File: src/core/sbmc_regs.svh
// register map, field positions, reset values and timing counts
// assumes a 32-bit APB slave at byte addresses, pclk at 125 MHz
// How it works
// - bit order select 0 shifts msb first, 1 lsb first; resets to 0
// - two-wire master with wait holds clock low two transfer clocks before ack
// - wait off: data bits and ack bit run back to back
// - wait setting ignored as slave and in clocked synchronous format
// - the two reserved bits read as 1 and ignore writes
// - write with guard 0 loads the three-bit frame bit count
// - write with guard 1 leaves the frame bit count unchanged
// - guard position always reads as 1
// - two-wire adds ack: 000 is 9 bits, n is n+1; sync: 000 is 8
// - count field reads remaining bits and returns to 000 after the frame
`ifndef SBMC_REGS_SVH
`define SBMC_REGS_SVH

`define SBMC_OFF_MODE        8'h00
`define SBMC_OFF_LINK        8'h04
`define SBMC_OFF_TXDATA      8'h08
`define SBMC_OFF_STATUS      8'h0C

`define SBMC_MODE_ORDER_BIT  7
`define SBMC_MODE_WAIT_BIT   6
`define SBMC_MODE_GUARD_BIT  3
`define SBMC_MODE_RSVD       8'h30
`define SBMC_MODE_GUARD_RD   8'h08
`define SBMC_MODE_RESET      8'h38

`define SBMC_LINK_TWO_WIRE   0
`define SBMC_LINK_MASTER     1
`define SBMC_LINK_START      2
`define SBMC_LINK_RESET      2'h3

`define SBMC_ORDER_RESET     1'b0
`define SBMC_WAIT_RESET      1'b0
`define SBMC_TWO_WIRE_RESET  1'b1
`define SBMC_MASTER_RESET    1'b1

`define SBMC_STAT_BUSY       0
`define SBMC_STAT_SCL        1
`define SBMC_STAT_SDA        2

`define SBMC_BITS_TWO_WIRE0  4'h9
`define SBMC_BITS_SYNC0      4'h8
`define SBMC_STRETCH_CLOCKS  2'h2

`endif

File: src/core/sbmc_pkg.sv
// types used only by the frame sequencer inside the mode-control top
// assumes sbmc_regs.svh for all numeric constants
package sbmc_pkg;

  typedef enum logic [1:0] {
    SBMC_IDLE    = 2'b00,
    SBMC_RUN     = 2'b01,
    SBMC_STRETCH = 2'b10
  } sbmc_phase_t;

endpackage : sbmc_pkg

File: src/core/sbmc_frame_if.sv
// link between register side and frame sequencer
// assumes both ends on pclk
`timescale 1ns/100ps
interface sbmc_frame_if;
  logic       two_wire;
  logic       master;
  logic       msb_first;
  logic       wait_en;
  logic       start;
  logic       load;
  logic [2:0] load_code;
  logic [7:0] tx;
  logic       xrise;
  logic       xfall;
  logic       busy;
  logic [2:0] field;
  logic       scl_o;
  logic       scl_oe_n;
  logic       sda_o;
  logic       sda_oe_n;

  modport ctl (output two_wire, master, msb_first, wait_en, start, load, load_code, tx,
               xrise, xfall, input busy, field, scl_o, scl_oe_n, sda_o, sda_oe_n);
  modport eng (input two_wire, master, msb_first, wait_en, start, load, load_code, tx,
               xrise, xfall, output busy, field, scl_o, scl_oe_n, sda_o, sda_oe_n);
endinterface : sbmc_frame_if

File: src/core/sbmc_top.sv
// bus mode control: apb registers, link clock sampling, frame sequencer
// assumes apb3 master on pclk; xfer_clk, scl_i, sda_i are asynchronous pins
//
// Our own choices: register access over APB and the register offsets.
`timescale 1ns/100ps
`include "sbmc_regs.svh"
module sbmc_top (
  input  wire logic        pclk,
  input  wire logic        presetn,
  input  wire logic        ce,
  input  wire logic        psel,
  input  wire logic        penable,
  input  wire logic        pwrite,
  input  wire logic [7:0]  paddr,
  input  wire logic [31:0] pwdata,
  output logic      [31:0] prdata,
  output logic             pready,
  output logic             pslverr,
  input  wire logic        xfer_clk,
  input  wire logic        scl_i,
  output logic             scl_o,
  output logic             scl_oe_n,
  input  wire logic        sda_i,
  output logic             sda_o,
  output logic             sda_oe_n,
  output logic             bit_order_select,
  output logic             wait_enable
);

  typedef struct packed {
    logic [2:0]  xs;
    logic [1:0]  scl_s;
    logic [1:0]  sda_s;
    logic        bit_order_select;
    logic        wait_enable;
    logic        two_wire;
    logic        master;
    logic [7:0]  tx;
    logic        start;
    logic        load;
    logic [2:0]  load_code;
    logic        pready;
    logic        pslverr;
    logic [31:0] prdata;
  } sbmc_top_st_t;

  sbmc_top_st_t st;
  sbmc_top_st_t next_st;
  sbmc_frame_if fi ();

  logic        acc;
  logic        wr_now;
  logic [31:0] rd;
  logic        hit;

  always_comb begin
    next_st = st;
    // two flops per pin; xs[2] is history for edge finding
    next_st.xs    = {st.xs[1:0], xfer_clk};
    next_st.scl_s = {st.scl_s[0], scl_i};
    next_st.sda_s = {st.sda_s[0], sda_i};
    next_st.start = 1'b0;
    next_st.load  = 1'b0;
    acc    = psel & penable & ~st.pready;
    wr_now = psel & penable & st.pready & pwrite;
    hit    = 1'b1;
    rd     = 32'h0000_0000;
    unique case (paddr)
      `SBMC_OFF_MODE: begin
        rd[7:0] = {st.bit_order_select, st.wait_enable, 6'h00} | `SBMC_MODE_RSVD
                  | `SBMC_MODE_GUARD_RD | {5'h00, fi.field};
      end
      `SBMC_OFF_LINK: begin
        rd[1:0] = {st.master, st.two_wire};
      end
      `SBMC_OFF_TXDATA: begin
        rd[7:0] = st.tx;
      end
      `SBMC_OFF_STATUS: begin
        rd[`SBMC_STAT_BUSY] = fi.busy;
        rd[`SBMC_STAT_SCL]  = st.scl_s[1];
        rd[`SBMC_STAT_SDA]  = st.sda_s[1];
      end
      default: begin
        hit = 1'b0;
      end
    endcase
    // one wait state: ready answers the cycle after the access phase opens
    next_st.pready  = acc;
    next_st.pslverr = acc & ~hit;
    if (acc) begin
      next_st.prdata = rd;
    end
    if (wr_now && paddr == `SBMC_OFF_MODE) begin
      next_st.bit_order_select = pwdata[`SBMC_MODE_ORDER_BIT];
      next_st.wait_enable      = pwdata[`SBMC_MODE_WAIT_BIT];
      // guard and count come from this same write, never a stored guard
      if (!pwdata[`SBMC_MODE_GUARD_BIT]) begin
        next_st.load      = 1'b1;
        next_st.load_code = pwdata[2:0];
      end
      // guard set: count bits fall away
    end
    if (wr_now && paddr == `SBMC_OFF_LINK) begin
      next_st.two_wire = pwdata[`SBMC_LINK_TWO_WIRE];
      next_st.master   = pwdata[`SBMC_LINK_MASTER];
      next_st.start    = pwdata[`SBMC_LINK_START] & ~fi.busy;
    end
    if (wr_now && paddr == `SBMC_OFF_TXDATA) begin
      next_st.tx = pwdata[7:0];
    end
  end

  always_ff @(posedge pclk or negedge presetn) begin
    if (!presetn) begin
      st <= '{xs: 3'h0, scl_s: 2'h3, sda_s: 2'h3,
              bit_order_select: `SBMC_ORDER_RESET,
              wait_enable: `SBMC_WAIT_RESET, two_wire: `SBMC_TWO_WIRE_RESET,
              master: `SBMC_MASTER_RESET, tx: 8'h00, start: 1'b0, load: 1'b0,
              load_code: 3'h0,
              pready: 1'b0, pslverr: 1'b0, prdata: 32'h0000_0000};
    end else if (ce) begin
      st <= next_st;
    end
  end

  assign fi.two_wire  = st.two_wire;
  assign fi.master    = st.master;
  assign fi.msb_first = ~st.bit_order_select;
  assign fi.wait_en   = st.wait_enable;
  assign fi.start     = st.start;
  assign fi.load      = st.load;
  assign fi.load_code = st.load_code;
  assign fi.tx        = st.tx;
  // edges seen on the second and third flop only
  assign fi.xrise     = st.xs[1] & ~st.xs[2];
  assign fi.xfall     = ~st.xs[1] & st.xs[2];

  sbmc_frame u_frame (
    .pclk    (pclk),
    .presetn (presetn),
    .ce      (ce),
    .fi      (fi)
  );

  assign prdata           = st.prdata;
  assign pready           = st.pready;
  assign pslverr          = st.pslverr;
  assign scl_o            = fi.scl_o;
  assign scl_oe_n         = fi.scl_oe_n;
  assign sda_o            = fi.sda_o;
  assign sda_oe_n         = fi.sda_oe_n;
  assign bit_order_select = st.bit_order_select;
  assign wait_enable      = st.wait_enable;

endmodule : sbmc_top

File: src/core/sbmc_frame.sv
// frame sequencer: bit counting, clock stretch, serial data order
// assumes transfer clock edges arrive as one-cycle pulses on pclk
`timescale 1ns/100ps
`include "sbmc_regs.svh"
module sbmc_frame (
  input  wire logic   pclk,
  input  wire logic   presetn,
  input  wire logic   ce,
  sbmc_frame_if.eng   fi
);

  typedef struct packed {
    sbmc_pkg::sbmc_phase_t phase;
    logic [3:0]            rem;
    logic [2:0]            field;
    logic [7:0]            sh;
    logic [1:0]            stretch;
    logic                  scl_o;
    logic                  scl_oe_n;
    logic                  sda_o;
    logic                  sda_oe_n;
  } sbmc_frame_st_t;

  sbmc_frame_st_t st;
  sbmc_frame_st_t next_st;

  // code to total bits in the frame
  function automatic logic [3:0] sbmc_bits(input logic [2:0] code, input logic tw);
    if (code == 3'h0) begin
      sbmc_bits = tw ? `SBMC_BITS_TWO_WIRE0 : `SBMC_BITS_SYNC0;
    end else begin
      sbmc_bits = {1'b0, code} + {3'h0, tw};
    end
  endfunction : sbmc_bits

  // remaining bits back to field code; 9 or 8 wraps to 000
  function automatic logic [2:0] sbmc_code(input logic [3:0] bits, input logic tw);
    logic [3:0] c;
    c = bits - {3'h0, tw};
    sbmc_code = c[2:0];
  endfunction : sbmc_code

  logic data_bit;
  logic ack_phase;
  logic stretch_on;

  always_comb begin
    next_st    = st;
    data_bit   = fi.msb_first ? st.sh[7] : st.sh[0];
    ack_phase  = fi.two_wire && (st.rem == 4'h1);
    // wait only counts for a two-wire master
    stretch_on = fi.wait_en && fi.two_wire && fi.master;
    unique case (st.phase)
      sbmc_pkg::SBMC_IDLE: begin
        if (fi.start) begin
          next_st.phase = sbmc_pkg::SBMC_RUN;
          next_st.rem   = sbmc_bits(st.field, fi.two_wire);
          next_st.sh    = fi.tx;
        end
      end
      sbmc_pkg::SBMC_RUN: begin
        if (fi.xfall) begin
          next_st.rem   = st.rem - 4'h1;
          next_st.sh    = fi.msb_first ? {st.sh[6:0], 1'b0} : {1'b0, st.sh[7:1]};
          next_st.field = sbmc_code(st.rem - 4'h1, fi.two_wire);
          if (st.rem == 4'h1) begin
            next_st.phase = sbmc_pkg::SBMC_IDLE;
            next_st.field = 3'h0;
          end else if (st.rem == 4'h2 && stretch_on) begin
            next_st.phase   = sbmc_pkg::SBMC_STRETCH;
            next_st.stretch = 2'h0;
          end
          // without wait the ack bit follows at once
        end
      end
      sbmc_pkg::SBMC_STRETCH: begin
        if (fi.xrise) begin
          next_st.stretch = st.stretch + 2'h1;
          if (st.stretch + 2'h1 == `SBMC_STRETCH_CLOCKS) begin
            next_st.phase = sbmc_pkg::SBMC_RUN;
          end
        end
      end
      default: begin
        next_st.phase = sbmc_pkg::SBMC_IDLE;
      end
    endcase
    // a load while running restarts the count from the new code
    if (fi.load) begin
      next_st.field = fi.load_code;
      if (st.phase != sbmc_pkg::SBMC_IDLE) begin
        next_st.rem = sbmc_bits(fi.load_code, fi.two_wire);
      end
    end
    // clock pin: master follows the transfer clock, stretch holds it low
    next_st.scl_o    = 1'b0;
    next_st.scl_oe_n = 1'b1;
    if (fi.master && next_st.phase == sbmc_pkg::SBMC_STRETCH) begin
      next_st.scl_oe_n = 1'b0;
    end else if (fi.master && next_st.phase == sbmc_pkg::SBMC_RUN) begin
      if (fi.xfall) begin
        next_st.scl_oe_n = 1'b0;
      end else if (fi.xrise) begin
        next_st.scl_oe_n = 1'b1;
      end else begin
        next_st.scl_oe_n = st.scl_oe_n;
      end
    end
    // data pin: open drain in two-wire, ack left to the receiver
    next_st.sda_o    = 1'b0;
    next_st.sda_oe_n = 1'b1;
    if (st.phase != sbmc_pkg::SBMC_IDLE) begin
      if (fi.two_wire) begin
        next_st.sda_oe_n = ack_phase | data_bit;
      end else begin
        next_st.sda_o    = data_bit;
        next_st.sda_oe_n = 1'b0;
      end
    end
  end

  always_ff @(posedge pclk or negedge presetn) begin
    if (!presetn) begin
      st <= '{phase: sbmc_pkg::SBMC_IDLE, rem: 4'h0, field: 3'h0, sh: 8'h00,
              stretch: 2'h0, scl_o: 1'b0, scl_oe_n: 1'b1, sda_o: 1'b0, sda_oe_n: 1'b1};
    end else if (ce) begin
      st <= next_st;
    end
  end

  assign fi.busy     = (st.phase != sbmc_pkg::SBMC_IDLE);
  assign fi.field    = st.field;
  assign fi.scl_o    = st.scl_o;
  assign fi.scl_oe_n = st.scl_oe_n;
  assign fi.sda_o    = st.sda_o;
  assign fi.sda_oe_n = st.sda_oe_n;

endmodule : sbmc_frame

File: config.mk
export PLATFORM = sky130hd
export DESIGN_NAME = sbmc_top
export DESIGN_NICKNAME = d
export VERILOG_FILES = /design/src/core/sbmc_pkg.sv /design/src/core/sbmc_frame_if.sv /design/src/core/sbmc_top.sv /design/src/core/sbmc_frame.sv
export VERILOG_INCLUDE_DIRS = /design/src /design/src/core
export SDC_FILE = /design/constraint.sdc
export NUM_CORES = 1
export LEC_CHECK = 0
export ABC_AREA = 1
export BUFFER_PORTS_ARGS = -buffer_cell sky130_fd_sc_hd__buf_2
export CORE_MARGIN = 5
export CORE_UTILIZATION = 45
export CTS_BUF_LIST = sky130_fd_sc_hd__clkbuf_4
export CTS_CLUSTER_DIAMETER = 150
export DETAILED_ROUTE_END_ITERATION = 10
export GPL_ROUTABILITY_DRIVEN = 1
export PLACE_DENSITY = 0.67
export SYNTH_ARGS = -nofsm -noshare
export SYNTH_HDL_FRONTEND = slang
export SYNTH_HIERARCHICAL = 1
export SYNTH_SLANG_ARGS = --single-unit
File: constraint.sdc
create_clock -name pclk -period 1.8 [get_ports pclk]
set_clock_uncertainty 0.05 [all_clocks]
set_input_delay 0.27 -clock pclk [delete_from_list [all_inputs] [get_ports pclk]]
set_output_delay 0.27 -clock pclk [all_outputs]
set_load 0.01 [all_outputs]
==> results of run 1 <==
==> metal layers <==
layer	part of all wire [%]	routed length, um	global-route usage [%]	up-vias
li1	-	-	-	1431
met1	45	3380	21.7	1298
met2	49	3670	26.7	52
met3	4.6	343	3.14	6
met4	1.0	78	4.05	0
met5	0	0	0	-
==> flip-flops by register name (all words and copies together) (netlist names) <==
register and count:
bit_order_select 1, fi.load 1, fi.master 1, pslverr 1, st 3, u_frame/fi.field 3, fi.tx 8, next_st 4
wait_enable 1, u_frame/fi.scl_oe_n 1, u_frame/fi.sda_oe_n 1, u_frame/st 16, prdata 8, u_frame/fi.sda_o 1, fi.load_code 3, fi.two_wire 1
pready 1, fi.start 1
==> worst max-delay path, delay by kind of cell (launching register included) <==
kind	cells	cell delay [ps]
adder cells (fa/ha/maj)	2	540
flip-flops	1	470
AND/OR/NAND/NOR	3	210
XOR/XNOR	1	200
buffers and inverters	1	110
==> Yosys cell counts, types with 6 or more instances <==
cell type / instances
a21oi_1: 27
inv_1: 40
ha_1: 10
dfstp_2: 8
o21ai_0: 31
nor2_1: 47
dfrtp_1: 48
nand3_1: 25
nand2_1: 105
buf_4: 38
o21ai_2: 6
o21ai_1: 6
==> timing repair <==
item,4_1_cts,5_1_grt
hold endpoints to repair,12,0
endpoints found under the setup margin,0,2
resized for setup,0,2
hold buffers,1,0
==> layout make-up <==
cell class,count,share of cell area (%)
clock buffer,5,1.00
clock inverter,3,1.27
inverter,47,5.05
multi-input combinational,320,44.1
sequential,56,37.7
tap,102,3.41
timing repair buffer,48,7.42
==> cells by family after synthesis <==
family	Yosys count	synth area share (%)
and+or+nand+nor	198	26.1
buffers and inverters	91	14.8
AOI/OAI and AO/OA	78	12.5
DFF	56	40.4
adders and majority gates	10	3.58
muxes	5	1.43
xor gates and xnor gates	4	1.00
other	2	0.215
==> final timing paths <==
path	endpoint	start	cells after the start	slack [ps]
setup / recovery	u_frame/fi.field[2]	u_frame/st[17]	7	140
hold / removal	next_st[56]	xfer_clk	3	30
setup reg to reg	u_frame/fi.field[2]	u_frame/st[17]	7	140
hold reg to reg	u_frame/fi.scl_oe_n	u_frame/fi.scl_oe_n	2	430
max in group asynchronous	fi.two_wire	presetn	3	830
min in group asynchronous	next_st[56]	presetn	2	270
==> metrics by stage <==
stage / hold slack [ps] / area, um2 / power, mW / std cells
after floorplan: -75.6 / 3580 / 2.41 / 467
after global placement: 167 / 3640 / 2.58 / 572
after detailed placement: 178 / 3640 / 2.60 / 572
after CTS: 13.2 / 3740 / 3.33 / 581
after global routing: 27.2 / 3740 / 3.55 / 581
final: 27.5 / 3740 / 3.30 / 581
==> power by group through the flow <==
| stage | sequential (mW) | combinational [mW] | clock, mW |
|---|---|---|---|
| 3_5_place_dp | 1.71 | 0.888 | 0 |
| 4_1_cts | 1.68 | 0.899 | 0.744 |
| 3_3_place_gp | 1.70 | 0.879 | 0 |
| 2_1_floorplan | 1.66 | 0.749 | 0 |
| 6_report | 1.68 | 0.893 | 0.722 |
| 5_1_grt | 1.72 | 1.04 | 0.792 |
==> qor.txt, run 1 <==
Net count, final = 537
Unrepaired setup endpoints after global routing = false
Setup Buffers After CTS = 0
Largest net degree at the start of global routing = 43
Seq/Total Area, Yosys = 40.4%
Synth top area cells = dfrtp_1 (34%), nand2_1 (11%), buf_4 (8.2%), dfstp_2 (6.0%), nor2_1 (5.1%)
Logic pwr share = 27.1%
Cell repeated most along the worst path = nor2_1
DP HPWL = 5890 um
Number of synthesized flops with an enable pin = 0
IO Count = 89
Grt total ovfl = 0
Area Growth Syn to Fin = 7.20%
Routed len/inst = 12.9 um
Avg Vias per Cell = 4.80
WP data required = 2050 ps
Max Fclk = 602 MHz
Final max-slew violation count = 0
Critical setup path kind = reg -> reg
Asr flop ratio synth = 100%
Final WL = 7470 um
Antenna-violating nets left = 0
Setup crit start kind = register
Final total negative setup slack = 0 ps
Most used DFF post-synth = dfrtp_1
Synth Register Bits = 56
Initial antenna violation count = 0
Endpoint kind of the worst setup timing path = register
MaxCap Viol Count = 0
Initial drt markers = 92
Number of global-route vias before repair = 2680
Yosys top cell by area = dfrtp_1
Internal power = 2.13 mW
CTS Buf Count = 5
Mapped Area = 3490 um2
CTS tree = built
Clock-pin slew on the worst setup and hold paths = 160 ps
Chip Height = 98.1 um
Sequential power share = 51.1%
CTS Sinks = 56
Most common cell after layout, fill and taps aside = nand2_1
Horiz. Die Dim = 98.1 um
Max IR drop VDD = 0.575 mV
Clock root cell = clkbuf_4
Core area = 7650 um2
Cell row count = 32
Syn Area/Cell = 7.86 um2
P_sw = 1.17 mW
GRT Total Usage = 16.1%
Clock power share = 21.9%
# H-tree levels = 2
Synth Instances = 444
Synth top area share = 34.4%
DRC Markers = 0
Outcome = finished, final reports clean
Most frequent cells in the layout = nand2_1 (105), dfrtp_1 (48), nor2_1 (46), inv_1 (40), buf_2 (39)
P_leak = 1.99 nW
First-pass GRT wire length = 12700 um
Crit path max-delay cell type = dfrtp_1
Initial Utilization = 45.6%
Filler cells = 788
Setup WS post-layout = 140 ps
Layout cells sized above 1 = 20.0%
Post-synth cell types = 38
First-pass DRT Iterations = 4
Area of the multi-input gates = 1650 um2
Antenna diodes = 0
Clk_lat worst skew = 390 ps
Deepest clock path buffer count = 2
CP max FO = 5
Critical Path Max Stage Delay = 470 ps
Sequential Area = 1410 um2
Gpl congestion = 0.865
Sw frac = 35.3%
Pwr dens = 881 nW/um2
Ys Warns = 6
Setup violations, final = 0
Hold Crit Class = in -> reg
Final Core Density = 48.9%
Period utilization = 92.2%
Worst path arrival time = 1910 ps
Routed vias = 2787
Final Hold Vio Count = 0
Die area = 9620 um2
CP Cell Sequence = inv_1 > ha_1 > ha_1 > xnor2_1 > nor2_1 > nor2_1 > nor2_1
I/O Buffers = 39
Pre-CTS worst setup slack = 141 ps
Fin crit period = 1660 ps
No activity file was read; power rests on OpenSTA's default activity.
==> inputs of run 2 (changes only) <==
--- a/config.mk
+++ b/config.mk
@@ -14,8 +14,7 @@
 export CTS_CLUSTER_DIAMETER = 150
 export DETAILED_ROUTE_END_ITERATION = 10
 export GPL_ROUTABILITY_DRIVEN = 1
-export PLACE_DENSITY = 0.67
+export PLACE_DENSITY = 0.68
 export SYNTH_ARGS = -nofsm -noshare
 export SYNTH_HDL_FRONTEND = slang
-export SYNTH_HIERARCHICAL = 1
 export SYNTH_SLANG_ARGS = --single-unit
==> qor.txt, run 2 <==
P_leak = 1.88 nW
Layout cells sized above 1 = 18.8%
CTS Buf Count = 5
Setup crit start kind = register
R2R cell count = 6
Yosys top cell by area = dfrtp_1
Core area = 7610 um2
Die area = 9510 um2
Worst path arrival time = 1880 ps
Max Fclk = 608 MHz
Setup violations, final = 0
Post-synth cell types = 40
P_sw = 1.25 mW
Gpl congestion = 0.905
Pwr dens = 870 nW/um2
Mapped Area = 3450 um2
Initial antenna violation count = 0
Deepest clock path buffer count = 2
Initial drt markers = 195
Cell row count = 32
Chip Height = 97.5 um
Routed vias = 2852
Cell repeated most along the worst path = o21ai_0
Hold_sp = scl_i
Synth top area cells = dfrtp_1 (35%), nand2_1 (11%), buf_4 (7.2%), o21ai_0 (6.7%), dfstp_2 (6.1%)
Setup WS post-layout = 156 ps
First-pass GRT wire length = 13400 um
Synth Register Bits = 56
Logic pwr share = 32.1%
Top-count cell post-synth = nand2_1
Synth top area share = 34.8%
Final Hold Vio Count = 0
Hold Crit Class = in -> reg
R2r setup slk = 160 ps
Post-route cell area = 3780 um2
Hold EP = next_st[54]
Fin crit period = 1640 ps
Routed len/inst = 13.3 um
Horiz. Die Dim = 97.5 um
Crit Reg-Reg Startpoint = fi.two_wire
Endpoint kind of the worst setup timing path = register
Largest net degree at the start of global routing = 22
CP max FO = 6
Sequential power share = 50.0%
Clock root cell = clkbuf_4
Seq/Total Area, Yosys = 40.9%
Max reg flops = 16
Combinational family with the most area after synthesis = simple AND/OR/NAND/NOR gates
DRC Markers = 0
CP Cell Sequence = ha_1 > ha_1 > xnor2_1 > o21ai_0 > o21ai_0 > o21ai_0
Clock power share = 17.9%
Max IR drop VDD = 0.535 mV
Crit path max-delay cell type = dfstp_2
Reg with most FFs = u_frame.st
# H-tree levels = 2
Internal power = 2.04 mW
Most common cell after layout, fill and taps aside = nand2_1
Grt total ovfl = 0
Avg Vias per Cell = 4.87
Clock-pin slew on the worst setup and hold paths = 170 ps
Period utilization = 91.3%
Pre-CTS worst setup slack = 139 ps
Area Growth Syn to Fin = 9.69%
IO Count = 89
Final WL = 7820 um
CTS tree = built
Synth Instances = 439
Most used DFF post-synth = dfrtp_1
Antenna diodes = 0
Ys Warns = 0
Placed insts = 575
I/O Buffers = 39
Initial Utilization = 45.3%
Post-Synth Simple-Gate Area = 24.4%
CTS Sinks = 56
Final max-slew violation count = 0
WP data required = 2040 ps
RR Endpoint = u_frame.st[19]
Clk_lat worst skew = 390 ps
Number of synthesized flops with an enable pin = 0
Filler cells = 751
DP HPWL = 6130 um
Critical Path Max Stage Delay = 650 ps
Most frequent cells in the layout = nand2_1 (103), inv_1 (54), dfrtp_1 (48), o21ai_0 (46), buf_2 (39)
Number of global-route vias before repair = 2770
Syn Area/Cell = 7.85 um2
Unrepaired setup endpoints after global routing = false
Sw frac = 38.0%
Antenna-violating nets left = 0
Top delay family on crit path = flip-flops
XOR/XNOR share of the synthesized area = 0.762%
Dpl cell area = 3670 um2
Commonest cells post-synth = nand2_1 (103), inv_1 (54), dfrtp_1 (48)
Post-synthesis compound-gate area fraction = 14.7%
MaxCap Viol Count = 0
Non-filler cells, final = 586
Final Core Density = 49.7%
Final total negative setup slack = 0 ps
Post-synthesis mux area share = 0%
Post-synthesis adder-cell area fraction = 4.36%
Outcome = finished, final reports clean
Critical setup path kind = reg -> reg
Worst hold stages = 3
Buf/Inv on CP = 0
Asr flop ratio synth = 100%
Net count, final = 544
First-pass DRT Iterations = 4
GRT Total Usage = 17.1%
[run 2: area by class of cell]
class,count,area (um2),share of cell area [%]
multi-input combinational,309,1630,43.0
sequential,56,1410,37.3
timing repair buffer,52,335,8.87
inverter,59,221,5.86
tap,102,128,3.38
clock buffer,5,37.5,0.993
clock inverter,3,22.5,0.596
[run 2: per-stage QoR]
stage          total power [mW]  hold slack [ps]
6_report                   3.29             28.2
5_1_grt                    3.58             3.44
4_1_cts                    3.33             5.27
3_5_place_dp               2.72              202
3_3_place_gp               2.69              192
2_1_floorplan              2.45            -75.6
[run 2: power groups by stage]
stage                     Sequential, mW  Combinational (mW)  Clock, mW
after detailed placement            1.67                1.05          0
after global placement              1.66                1.02          0
after CTS                           1.65                1.06      0.623
after floorplan                     1.64               0.806          0
after global routing                1.68                1.23      0.671
final                               1.64                1.06      0.588
[run 2: logic make-up after synthesis]
logic type / after synthesis
AND/OR/NAND/NOR: 178
buffers and inverters: 98
AO/OA/AOI/OAI: 91
flip-flops: 56
adder cells (fa/ha/maj): 12
XOR/XNOR: 3
other: 1
[run 2: repair_timing]
action	4_1_cts	5_1_grt
resized for setup	0	2
endpoints found under the hold margin	16	0
hold buffers	2	0
buffers inserted	0	1
endpoints found under the setup margin	0	5
[run 2: metal layers]
layer	track usage (%)	wire length, um	vias up
met1	24.7	3770	1322
met2	26.2	3470	74
met5	0	0	-
li1	-	-	1446
met4	4.47	99	0
met3	3.23	481	10
[run 2: worst max-delay path by stage]
stage	depth (start not counted)	from	slack [ps]	end
finish	6	fi.two_wire	160	u_frame.st[19]
global route	8	u_frame.st[21]	9	u_frame.st[19]
detailed placement	9	next_st[57]	140	u_frame.st[5]
CTS	9	next_st[57]	120	u_frame.st[5]
floorplan	9	next_st[57]	300	u_frame.st[4]
global placement	9	next_st[57]	180	u_frame.st[4]
[run 2: tightest hold or removal path: stages]
cell and delay [ps]:
buf_2 90, nand2_1 50, o21ai_0 70
